==> src/verilog/ccl_consts.svh <==
// Constants for the bus cycle classifier: entry addresses, codes, fields.
// Assumes inclusion by bare name from the package file.
`ifndef CCL_CONSTS_SVH
`define CCL_CONSTS_SVH

// Physical exception entry points
`define CCL_ENT_RESET 32'h1fc0_0000
`define CCL_ENT_USER_TRANSLATION_MISS_B1 32'h1fc0_0100
`define CCL_ENT_USER_TRANSLATION_MISS_B0 32'h0000_0000
`define CCL_ENT_GEN_B1 32'h1fc0_0180
`define CCL_ENT_GEN_B0 32'h0000_0080

// Byte-order selection codes
`define CCL_END_JUMPER 2'h0
`define CCL_END_BIG 2'h1
`define CCL_END_LITTLE 2'h2

`define CCL_MASK_ALL 4'hf
`define CCL_MASK_NONE 4'h0

// Control vector of one held sample
`define CCL_CTL_W 10
`define CCL_C_RESET 9
`define CCL_C_STALL 8
`define CCL_C_FIXUP 7
`define CCL_C_SEXIT 6
`define CCL_C_RD 5
`define CCL_C_WR 4
`define CCL_C_CACH 3
`define CCL_C_CP 2
`define CCL_C_WIC 1
`define CCL_C_WDC 0

`endif

==> src/verilog/ccl_pkg.sv <==
// Types shared by the bus cycle classifier files.
// Assumes ccl_consts.svh is on the include path.
`include "ccl_consts.svh"

package ccl_pkg;

  typedef enum logic [4:0] {
    CCL_I_RESET,
    CCL_I_MISS,
    CCL_FETCH_FIXUP_TAG,
    CCL_I_STALL,
    CCL_I_NOT_EXEC,
    CCL_I_STREAM_ABORT,
    CCL_I_FETCH,
    CCL_D_RESET,
    CCL_D_NONE,
    CCL_D_MISS,
    CCL_COPROCESSOR_MOVE_TAG,
    CCL_D_CACHED_RD,
    CCL_D_UNCACHED_RD,
    CCL_D_CACHED_WR,
    CCL_D_UNCACHED_WR,
    CCL_D_WR_ICACHE,
    CCL_D_WR_DCACHE,
    CCL_D_STALL
  } ccl_cycle_type;

  typedef enum logic [2:0] {
    CCL_VEC_NONE,
    CCL_VEC_RESET,
    CCL_VEC_USER_TRANSLATION_MISS_B1,
    CCL_VEC_USER_TRANSLATION_MISS_B0,
    CCL_VEC_GEN_B1,
    CCL_VEC_GEN_B0
  } ccl_vec_type;

endpackage

==> src/verilog/ccl_classifier.sv <==
// Bus cycle classifier: tags each bus sample with its cycle type.
// Assumes one sample per smp_valid strobe, synchronous to clk.
`timescale 1ns/10ps
`default_nettype none

// Function
// - Fetched instructions blocked by exception start are not-executed.
// - Instruction samples get one of seven instruction cycle types.
// - Data samples get one of the listed data cycle types.
// - Streaming exit tags phase aborted; next fixup decodes it.
// - Decode at cache fetch or last stall sample after a miss.
// - Data read reported at cache hit or end of miss stall.
// - Write reported on first attempt; retries tagged as stall.
// - Cacheable read miss is still tagged cached read on fill.
// - Stall samples alternate instruction and data stall tags.
// - Data samples flag invalid bytes unless show-all is set.
// - Byte order follows jumper unless configuration overrides it.
// - Instruction samples always show all bytes.
// - Non-instruction cycles shown as 32-bit data in bus order.
// - Exception start is found from the writeback exception flag.
// - Unconfirmable instruction read at gap or end is a miss.
module ccl_classifier
  import ccl_pkg::*;
(
  input wire logic clk,
  input wire logic arst_n,
  input wire logic smp_valid,
  input wire logic smp_phase_inst,
  input wire logic [31:0] smp_addr,
  input wire logic [31:0] smp_data,
  input wire logic [3:0] smp_byte_en,
  input wire logic smp_reset,
  input wire logic smp_stall,
  input wire logic smp_fixup,
  input wire logic smp_stream_exit,
  input wire logic smp_rd,
  input wire logic smp_wr,
  input wire logic smp_cacheable,
  input wire logic smp_cp_move,
  input wire logic smp_wr_icache_only,
  input wire logic smp_wr_dcache_only,
  input wire logic writeback_exception_flag,
  input wire logic smp_gap,
  input wire logic smp_end,
  input wire logic endian_jumper_big,
  input wire logic [1:0] cfg_endian_sel,
  input wire logic cfg_show_all,
  output logic out_valid,
  output ccl_cycle_type out_type,
  output logic out_phase_inst,
  output logic [31:0] out_addr,
  output logic [31:0] out_data,
  output logic [3:0] out_byte_valid,
  output logic out_decode,
  output ccl_vec_type out_entry
);

  // One sample is held back so the next can confirm hits and exceptions
  logic p_valid_r;
  logic p_inst_r;
  logic [31:0] p_addr_r;
  logic [31:0] p_data_r;
  logic [3:0] p_be_r;
  logic [`CCL_CTL_W-1:0] p_ctl_r;
  logic imiss_r;
  logic dmiss_r;
  logic dcach_r;
  logic wr_done_r;
  logic sabort_r;
  logic imiss_nxt;
  logic dmiss_nxt;
  logic wr_done_nxt;
  logic sabort_nxt;
  logic jumper_big_r;
  logic strap_done_r;
  logic emit;
  logic look_ok;
  logic next_stall;
  logic big_sel;
  logic [3:0] mask;
  ccl_vec_type vec;
  ccl_cycle_type type_nxt;
  logic decode_nxt;
  logic [`CCL_CTL_W-1:0] smp_ctl;

  assign smp_ctl = {smp_reset, smp_stall, smp_fixup, smp_stream_exit,
                    smp_rd, smp_wr, smp_cacheable, smp_cp_move,
                    smp_wr_icache_only, smp_wr_dcache_only};

  // Held sample leaves when a successor or an end-of-store arrives
  assign emit = p_valid_r && (smp_valid || smp_end);
  // Lookahead is meaningless across a capture gap or past the end
  assign look_ok = smp_valid && !smp_gap;
  assign next_stall = look_ok && smp_stall;

  // Jumper caught after reset release, not under the reset itself
  always_ff @(posedge clk or negedge arst_n) begin
    if (!arst_n) begin
      strap_done_r <= 1'b0;
      jumper_big_r <= 1'b0;
    end else if (!strap_done_r) begin
      strap_done_r <= 1'b1;
      jumper_big_r <= endian_jumper_big;
    end
  end

  always_comb begin
    if (cfg_endian_sel == `CCL_END_BIG) begin
      big_sel = 1'b1;
    end else if (cfg_endian_sel == `CCL_END_LITTLE) begin
      big_sel = 1'b0;
    end else begin
      big_sel = jumper_big_r;
    end
  end

  ccl_byte_mask u_mask (
    .byte_en(p_be_r),
    .big_endian(big_sel),
    .show_all(cfg_show_all),
    .inst_phase(p_inst_r),
    .valid_mask(mask)
  );

  ccl_entry_match u_entry (
    .addr(p_addr_r),
    .vec(vec)
  );

  always_comb begin
    type_nxt = CCL_D_NONE;
    decode_nxt = 1'b0;
    imiss_nxt = imiss_r;
    dmiss_nxt = dmiss_r;
    wr_done_nxt = wr_done_r;
    sabort_nxt = sabort_r;
    if (p_inst_r) begin
      if (p_ctl_r[`CCL_C_RESET]) begin
        type_nxt = CCL_I_RESET;
        imiss_nxt = 1'b0;
        sabort_nxt = 1'b0;
      end else if (!p_ctl_r[`CCL_C_STALL] && look_ok &&
                   writeback_exception_flag) begin
        type_nxt = CCL_I_NOT_EXEC;
        imiss_nxt = 1'b0;
        sabort_nxt = 1'b0;
      end else if (p_ctl_r[`CCL_C_FIXUP]) begin
        type_nxt = CCL_FETCH_FIXUP_TAG;
        decode_nxt = sabort_r;
        sabort_nxt = 1'b0;
      end else if (p_ctl_r[`CCL_C_STALL]) begin
        if (imiss_r && !next_stall) begin
          type_nxt = CCL_I_FETCH;
          decode_nxt = 1'b1;
          imiss_nxt = 1'b0;
        end else begin
          type_nxt = CCL_I_STALL;
        end
      end else if (p_ctl_r[`CCL_C_SEXIT]) begin
        type_nxt = CCL_I_STREAM_ABORT;
        sabort_nxt = 1'b1;
      end else if (!look_ok) begin
        type_nxt = CCL_I_MISS;
      end else if (next_stall) begin
        type_nxt = CCL_I_MISS;
        imiss_nxt = 1'b1;
      end else begin
        type_nxt = CCL_I_FETCH;
        decode_nxt = 1'b1;
      end
      // A running instruction phase ends any write retry window
      if (!p_ctl_r[`CCL_C_STALL]) begin
        wr_done_nxt = 1'b0;
      end
    end else begin
      if (p_ctl_r[`CCL_C_RESET]) begin
        type_nxt = CCL_D_RESET;
        dmiss_nxt = 1'b0;
        wr_done_nxt = 1'b0;
      end else if (p_ctl_r[`CCL_C_STALL]) begin
        if (dmiss_r && !next_stall) begin
          type_nxt = dcach_r ? CCL_D_CACHED_RD
                             : CCL_D_UNCACHED_RD;
          dmiss_nxt = 1'b0;
        end else begin
          type_nxt = CCL_D_STALL;
        end
      end else if (p_ctl_r[`CCL_C_CP]) begin
        type_nxt = CCL_COPROCESSOR_MOVE_TAG;
      end else if (p_ctl_r[`CCL_C_WR]) begin
        wr_done_nxt = 1'b1;
        if (wr_done_r) begin
          type_nxt = CCL_D_STALL;
        end else if (p_ctl_r[`CCL_C_WIC]) begin
          type_nxt = CCL_D_WR_ICACHE;
        end else if (p_ctl_r[`CCL_C_WDC]) begin
          type_nxt = CCL_D_WR_DCACHE;
        end else if (p_ctl_r[`CCL_C_CACH]) begin
          type_nxt = CCL_D_CACHED_WR;
        end else begin
          type_nxt = CCL_D_UNCACHED_WR;
        end
      end else if (p_ctl_r[`CCL_C_RD]) begin
        if (next_stall) begin
          type_nxt = CCL_D_MISS;
          dmiss_nxt = 1'b1;
        end else begin
          type_nxt = p_ctl_r[`CCL_C_CACH] ? CCL_D_CACHED_RD
                                          : CCL_D_UNCACHED_RD;
        end
      end else begin
        type_nxt = CCL_D_NONE;
      end
    end
  end

  // Held sample register
  always_ff @(posedge clk or negedge arst_n) begin
    if (!arst_n) begin
      p_valid_r <= 1'b0;
      p_inst_r <= 1'b0;
      p_addr_r <= 32'h0000_0000;
      p_data_r <= 32'h0000_0000;
      p_be_r <= 4'h0;
      p_ctl_r <= '0;
    end else if (smp_valid) begin
      p_valid_r <= 1'b1;
      p_inst_r <= smp_phase_inst;
      p_addr_r <= smp_addr;
      p_data_r <= smp_data;
      p_be_r <= smp_byte_en;
      p_ctl_r <= smp_ctl;
    end else if (smp_end) begin
      p_valid_r <= 1'b0;
    end
  end

  // Miss, retry and streaming tracking; stalls need not repeat cacheability
  always_ff @(posedge clk or negedge arst_n) begin
    if (!arst_n) begin
      imiss_r <= 1'b0;
      dmiss_r <= 1'b0;
      dcach_r <= 1'b0;
      wr_done_r <= 1'b0;
      sabort_r <= 1'b0;
    end else if (emit) begin
      imiss_r <= imiss_nxt;
      dmiss_r <= dmiss_nxt;
      dcach_r <= dmiss_r ? dcach_r : p_ctl_r[`CCL_C_CACH];
      wr_done_r <= wr_done_nxt;
      sabort_r <= sabort_nxt;
    end
  end

  // Results, one per sample in bus order
  always_ff @(posedge clk or negedge arst_n) begin
    if (!arst_n) begin
      out_valid <= 1'b0;
      out_type <= CCL_D_NONE;
      out_phase_inst <= 1'b0;
      out_addr <= 32'h0000_0000;
      out_data <= 32'h0000_0000;
      out_byte_valid <= `CCL_MASK_NONE;
      out_decode <= 1'b0;
      out_entry <= CCL_VEC_NONE;
    end else begin
      out_valid <= emit;
      if (emit) begin
        out_type <= type_nxt;
        out_phase_inst <= p_inst_r;
        out_addr <= p_addr_r;
        out_data <= p_data_r;
        out_byte_valid <= mask;
        out_decode <= decode_nxt;
        out_entry <= decode_nxt ? vec : CCL_VEC_NONE;
      end
    end
  end
endmodule

`default_nettype wire

==> src/verilog/ccl_byte_mask.sv <==
// Byte-valid mask for one sample from byte enables and byte order.
// Assumes enables are numbered by logical byte, active high.
`timescale 1ns/10ps
`default_nettype none

module ccl_byte_mask (
  input wire logic [3:0] byte_en,
  input wire logic big_endian,
  input wire logic show_all,
  input wire logic inst_phase,
  output logic [3:0] valid_mask
);

  logic [3:0] lane_mask;

  genvar i;
  generate
    for (i = 0; i < 4; i++) begin : g_lane
      // Big order puts logical byte 0 on the top lane
      assign lane_mask[i] = big_endian ? byte_en[3-i] : byte_en[i];
    end
  endgenerate

  // Instruction words are never masked
  assign valid_mask = (inst_phase || show_all) ? `CCL_MASK_ALL : lane_mask;

endmodule

`default_nettype wire

==> src/verilog/ccl_entry_match.sv <==
// Recognises fetches from the fixed exception entry points.
// Assumes physical fetch addresses on the bus.
`timescale 1ns/10ps
`default_nettype none

module ccl_entry_match
  import ccl_pkg::*;
(
  input wire logic [31:0] addr,
  output ccl_vec_type vec
);

  always_comb begin
    if (addr == `CCL_ENT_RESET) begin
      vec = CCL_VEC_RESET;
    end else if (addr == `CCL_ENT_USER_TRANSLATION_MISS_B1) begin
      vec = CCL_VEC_USER_TRANSLATION_MISS_B1;
    end else if (addr == `CCL_ENT_USER_TRANSLATION_MISS_B0) begin
      vec = CCL_VEC_USER_TRANSLATION_MISS_B0;
    end else if (addr == `CCL_ENT_GEN_B1) begin
      vec = CCL_VEC_GEN_B1;
    end else if (addr == `CCL_ENT_GEN_B0) begin
      vec = CCL_VEC_GEN_B0;
    end else begin
      vec = CCL_VEC_NONE;
    end
  end

endmodule

`default_nettype wire

==> config.mk <==
export PLATFORM = sky130hd
export DESIGN_NAME = ccl_classifier
export DESIGN_NICKNAME = d
export VERILOG_FILES = /design/src/verilog/ccl_pkg.sv /design/src/verilog/ccl_classifier.sv /design/src/verilog/ccl_byte_mask.sv /design/src/verilog/ccl_entry_match.sv
export VERILOG_INCLUDE_DIRS = /design/src /design/src/verilog
export SDC_FILE = /design/constraint.sdc
export NUM_CORES = 1
export LEC_CHECK = 0
export BUFFER_PORTS_ARGS = -buffer_cell sky130_fd_sc_hd__buf_4
export CORE_ASPECT_RATIO = 0.8
export CORE_MARGIN = 5
export CORE_UTILIZATION = 48
export CTS_CLUSTER_SIZE = 10
export DETAILED_ROUTE_END_ITERATION = 8
export GPL_TIMING_DRIVEN = 0
export PLACE_DENSITY = 0.76
export RECOVER_POWER = 100
export SYNTH_ARGS = -nofsm -noshare
export SYNTH_HDL_FRONTEND = slang
export SYNTH_SLANG_ARGS = --single-unit
==> constraint.sdc <==
create_clock -name clk -period 1.8 [get_ports clk]
set_input_delay 0.09 -clock clk [delete_from_list [all_inputs] [get_ports clk]]
set_output_delay 0.09 -clock clk [all_outputs]
set_load 0.01 [all_outputs]
## Word-level counts from Yosys, hierarchy flattened

Index checks and enable logic that the tools add are counted.

| cells by class | value |
|---|---|
| equality and inequality tests | 16 |
| muxes and demuxes | 71 |
| bitwise logic cells | 2 |
| reductions and logical operators | 25 |

Operator list:

| operator | count |
|---|---|
| == test 32 x 29 -> 1 bit, second input constant | 3 |
| 2-to-1 mux 5 bit | 14 |
| 2-to-1 mux 1 bit | 42 |
| 2-to-1 mux 3 bit | 13 |
| == test 32 x 8 -> 1 bit, second input constant | 1 |
| logical NOT 32 bit | 1 |
| AND reduction 7 bit | 2 |
| != test 3 x 1 -> 1 bit, second input constant | 4 |
| nonzero test 4 bit | 3 |
| nonzero test 3 bit | 3 |
| != test 4 x 1 -> 1 bit, second input constant | 2 |
| logical AND 1 bit | 7 |
| AND reduction 5 bit | 1 |
| 2-to-1 mux 4 bit | 1 |
| != test 4 x 2 -> 1 bit, second input constant | 1 |
| AND reduction 4 bit | 1 |
| logical NOT 1 bit | 3 |
| != test 3 x 2 -> 1 bit, second input constant | 1 |
| == test 2 x 1 -> 1 bit, second input constant | 1 |
| == test 2 bit, second input constant | 1 |
| logical OR 1 bit | 2 |
| 2-to-1 mux 2 bit | 1 |
| != test 2 x 1 -> 1 bit, second input constant | 1 |
| != test 2 bit, second input constant | 1 |
| other kinds (3) | 4 |

| storage, ports and cells | value |
|---|---|
| bits in registers | 166 |
| bits of input ports | 89 |
| output and inout port bits | 79 |
| word-level logic and storage cells | 135 |

## Logic depth before layout (Yosys ltp)

| depth | value |
|---|---|
| depth after elaboration | 12 |
| gate-level depth with buffers | 7 |
| gate-level depth less buffers | 5 |

## Cells and area by module

From an unflattened synthesis, not the netlist that was laid out.

| second synthesis, totals | value |
|---|---|
| cell total of the unflattened synthesis | 606 |
| area, all modules | 6751.5 µm² |

Modules (own cells, without submodules):

| module | instances | cells an instance | area an instance (µm²) | sequential area each (µm²) |
|---|---|---|---|---|
| ccl_classifier | 1 | 576 | 6548.8 | 4155.2 |
| ccl_entry_match | 1 | 20 | 138.9 | 0.0 |
| ccl_byte_mask | 1 | 10 | 63.8 | 0.0 |

## Worst setup path after synthesis

Ideal clock, no wire load.

| timing path | value |
|---|---|
| kind | flip-flop to flip-flop |
| start | register p_ctl_r[6] |
| end | register out_entry[1] |
| setup time | 110 ps |
| arrival | 1856 ps |
| required time | 1690 ps |
| path slack | -167 ps |
| stages on the path, launching flop included | 5 |
| path buffers | 0 |
| period minus slack after synthesis | 1967 ps |
| path through | dfrtp_1 -> or4b_1 -> o221ai_2 -> or4b_4 -> o41ai_1 |

| between the ends | value |
|---|---|
| longest elaborated chain between the ends | 7 |

RTL lines:

| item | RTL line | text |
|---|---|---|
| start, declared | ccl_classifier.sv:64 | `` logic [`CCL_CTL_W-1:0] p_ctl_r; `` |
| start signal, assigned | ccl_classifier.sv:232 | `p_ctl_r <= smp_ctl;` |
| 2-to-1 mux 1 bit | ccl_classifier.sv:159 | `` end else if (p_ctl_r[`CCL_C_SEXIT]) begin `` |
| 2-to-1 mux 1 bit | ccl_classifier.sv:151 | `` end else if (p_ctl_r[`CCL_C_STALL]) begin `` |
| 2-to-1 mux 1 bit | ccl_classifier.sv:147 | `` end else if (p_ctl_r[`CCL_C_FIXUP]) begin `` |
| 2-to-1 mux 1 bit | ccl_classifier.sv:142 | `` end else if (!p_ctl_r[`CCL_C_STALL] && look_ok && `` |
| 2-to-1 mux 1 bit | ccl_classifier.sv:138 | `` if (p_ctl_r[`CCL_C_RESET]) begin `` |
| 2-to-1 mux 1 bit | ccl_classifier.sv:137 | `if (p_inst_r) begin` |
| 2-to-1 mux 3 bit | ccl_classifier.sv:275 | `out_entry <= decode_nxt ? vec : CCL_VEC_NONE;` |
| end signal, assigned | ccl_classifier.sv:275 |  |
| end, declared | ccl_classifier.sv:55 | `output ccl_vec_type out_entry` |

Every way passes these cells.
A chain may end at the register's enable or synchronous reset.

## Final worst setup path

| timing path | value |
|---|---|
| start | register p_ctl_r[6] |
| end | register out_entry[2] |

Same word-level chain as after synthesis.

==> reports/metrics.yaml <==
status: "finished with violations"
violations: "negative setup slack"
clock-sinks: 166
clk_latency_ns: 0.42
maxCapViolations: 0
synth_common_cells: "208 x nand2_1, 165 x dfrtp_1, 76 x mux2_2, 25 x clkbuf_1, 12 x a21oi_1"
r2r_start: "p_ctl_r[6]"
num_vias: 5477
synthSimpleGateAreaFrac_pct: 15.8
place_ws_ns: -0.516
cp_top_family: "simple AND/OR/NAND/NOR gates"
synth-compound-area-share_pct: 5.48
synth-xor-area-share_pct: 0
setup.worst_path.start: "p_ctl_r[6]"
synth_nets: 677
syn_inst: 588
routabilityCongestion: 0.836
synthArstFlopShare_pct: 100
grt_usage_pct: 22.8
slew_headroom_pct: 24.4
power.total_mw: 9.47
drive_gt1_share_pct: 23.7
fillers: 1081
synth.area.mux_share_pct: 13.6
yosys.area.top_type: "dfrtp_1"
coreArea_um2: 13500
rsz0062_at_grt: "yes"
clk_transition_reported_paths_ns: 0.06
synth_warnings: 0
grt_start_max_net_pins: 85
hold_end: "out_byte_valid[2]"
slew_violations: 0
fin_crit_ns: 2.04
yosysMostFrequentCell: "nand2_1"
die_area_um2: 16200
max_freq_mhz: 489
combPwrFrac_pct: 16.9
antenna_found_initial: 0
num_rows: 38
crit_fanout: 4
worstMarginPinSlew_ns: 1.13
path_cells: "or4b_4, o221ai_2, or4b_4, o41ai_2"
worst-path-buf-inv: 0
diodes: 0
grt_pass1_vias: 5768
hold_slack_ns: 0.222
area_growth_pct: 39.6
finalNetCount: 949
setup_tns_ns: -1.42
slowest_delay_ns: 0.54
synth-adder-area-share_pct: 0
port-buffer-count: 166
cts_root_buffer: "clkbuf_16"
yosysSeqAreaShare_pct: 62.9
initial_core_util_pct: 48.9
hold_start: "cfg_endian_sel[1]"
synth_seq_cells: 166
worst_path_max_delay_cell: "or4b_4"
hold_depth: 4
drcViolationCount: 0
tritoncts: "built"
cp_common_cell: "or4b_4"
ir_drop_mv: 0.677
setup_viol: 28
path_class: "reg2reg"
grt_first_pass_wirelength_mm: 29.1
end_kind: "register"
p_leak_nw: 4.31
wl_per_cell_um: 17.0
required_ns: 2.12
synthTopCellsByArea: "dfrtp_1 63%, mux2_2 13%, nand2_1 12%"
die_x_um: 141
r2r_end: "out_entry[2]"
final_area_um2: 9210
power_frac_clock_pct: 34.8
hold_class: "in2reg"
dp.final_hpwl_mm: 12.1
reg2reg_depth: 4
ys.flop_type: "dfrtp_1"
dr.first_iter.drc_count: 348
numCtsBuffers: 17
finalHoldViolCount: 0
power_switching_mw: 2.61
syn_avg_cell_area_um2: 11.2
synth_top_family_by_area: "simple AND/OR/NAND/NOR gates"
viasPerCell: 5.20
ant_nets: 0
synth_edf_count: 0
rrSetupSlack_ns: -0.24
overflow: 0
fin_skew_ns: 0.0106
first_pass_iters: 5
netSwitchingFraction_pct: 27.6
ioPinCount: 168
fin_crit_sh_pct: 114
htree_levels: 4
clk_path_buf_depth: 2
worst-endpoint-arrival_ns: 2.36
synth_top_area_share_pct: 62.5
p_int_mw: 6.85
p_per_area_nw_per_um2: 1030
netlist_area_um2: 6600
synth.distinct_cells: 50
die_h_um: 115
timing.final.ws_setup_ns: -0.244
routed_wirelength_mm: 17.9
seq_power_share_pct: 48.2
place_area_um2: 8130
start_kind: "register"
[worst min-delay path, cell delays in order]
cell     delay [ns]
buf_4          0.08
o21ai_1        0.17
mux2i_1        0.18
a21oi_1        0.08
[power groups by stage]
stage | clock network, mW | logic (mW) | registers (mW)
floorplan | 0 | 0.678 | 4.67
global placement | 0 | 1.60 | 4.60
detailed placement | 0 | 1.66 | 4.62
CTS | 3.36 | 1.83 | 4.57
global route | 3.53 | 1.78 | 4.62
finish | 3.30 | 1.60 | 4.57
[flip-flops by register name, summed over array words and instances, names as in the netlist, 3 cells and up]
| register | count |
|---|---|
| out_entry | 3 |
| out_data | 32 |
| p_data_r | 32 |
| out_type | 5 |
| out_byte_valid | 4 |
| p_addr_r | 32 |
| out_addr | 32 |
| p_be_r | 4 |
| p_ctl_r | 10 |
[layout by cell type (no fill, tap or decap), types with 3 or more instances in the layout]
| cell type | n |
|---|---|
| a21oi_1 | 12 |
| a31oi_1 | 3 |
| buf_4 | 88 |
| clkbuf_1 | 104 |
| clkbuf_16 | 17 |
| clkbuf_2 | 6 |
| clkbuf_8 | 4 |
| clkinv_2 | 5 |
| dfrtp_1 | 165 |
| dlygate4sd3_1 | 83 |
| inv_1 | 9 |
| mux2_2 | 74 |
| mux2i_1 | 4 |
| nand2_1 | 208 |
| nand3_1 | 3 |
| nand4_1 | 3 |
| nor2_1 | 11 |
| nor2b_1 | 3 |
| nor3_1 | 5 |
| nor3b_1 | 3 |
| nor4_1 | 8 |
| o21ai_0 | 9 |
[routing by layer]
metal  routed length [µm]  GRT usage, %  share of wire (%)  up-vias
met4                  355          7.75                2.0        0
met5                    0             0                  0        -
met1                 7270          28.8                 41     2688
met3                 1360          6.20                7.6       36
met2                 8920          38.6                 50      225
li1                     -             -                  -     2528
[layout make-up]
cell class / count / area (µm²) / area share (%)
repair buffers: 253 / 1820 / 19.7
clock inverters: 8 / 48.8 / 0.530
well taps: 180 / 225 / 2.44
clock buffers: 24 / 492 / 5.34
flip-flops and latches: 166 / 4160 / 45.1
multi-input cells: 386 / 2330 / 25.3
inverters: 9 / 33.8 / 0.367
plain buffers: 27 / 111 / 1.21
[how the worst max path moves through the flow]
stage	end	slack, ns	cells past startpoint
final	out_entry[2]	-0.24	4
after global routing	out_entry[2]	-0.29	4
after CTS	out_entry[2]	-0.24	4
after detailed placement	out_data[18]	-0.52	6
after global placement	out_data[26]	-0.45	6
after floorplan	out_entry[1]	-0.14	4
[metrics by stage]
step | std cells | utilization [%]
floorplan | 588 | -
global placement | 934 | 59.9
detailed placement | 935 | 60.2
CTS | 1053 | 70.5
global route | 1053 | 68.2
finish | 1053 | 68.2
[kinds of logic after synthesis]
logic type      Yosys count
simple gates            253
flops                   166
mux                      80
compound gates           52
buf+inv                  36
other cells               1
[repair_timing]
item,4_1_cts,5_1_grt
hold buffers,83,0
endpoints found under the hold margin,165,0
pin swaps,0,0
setup endpoints to repair,53,27
setup buffers,3,0
gates resized for setup,2,9
Power figures use the tool's default switching activity.
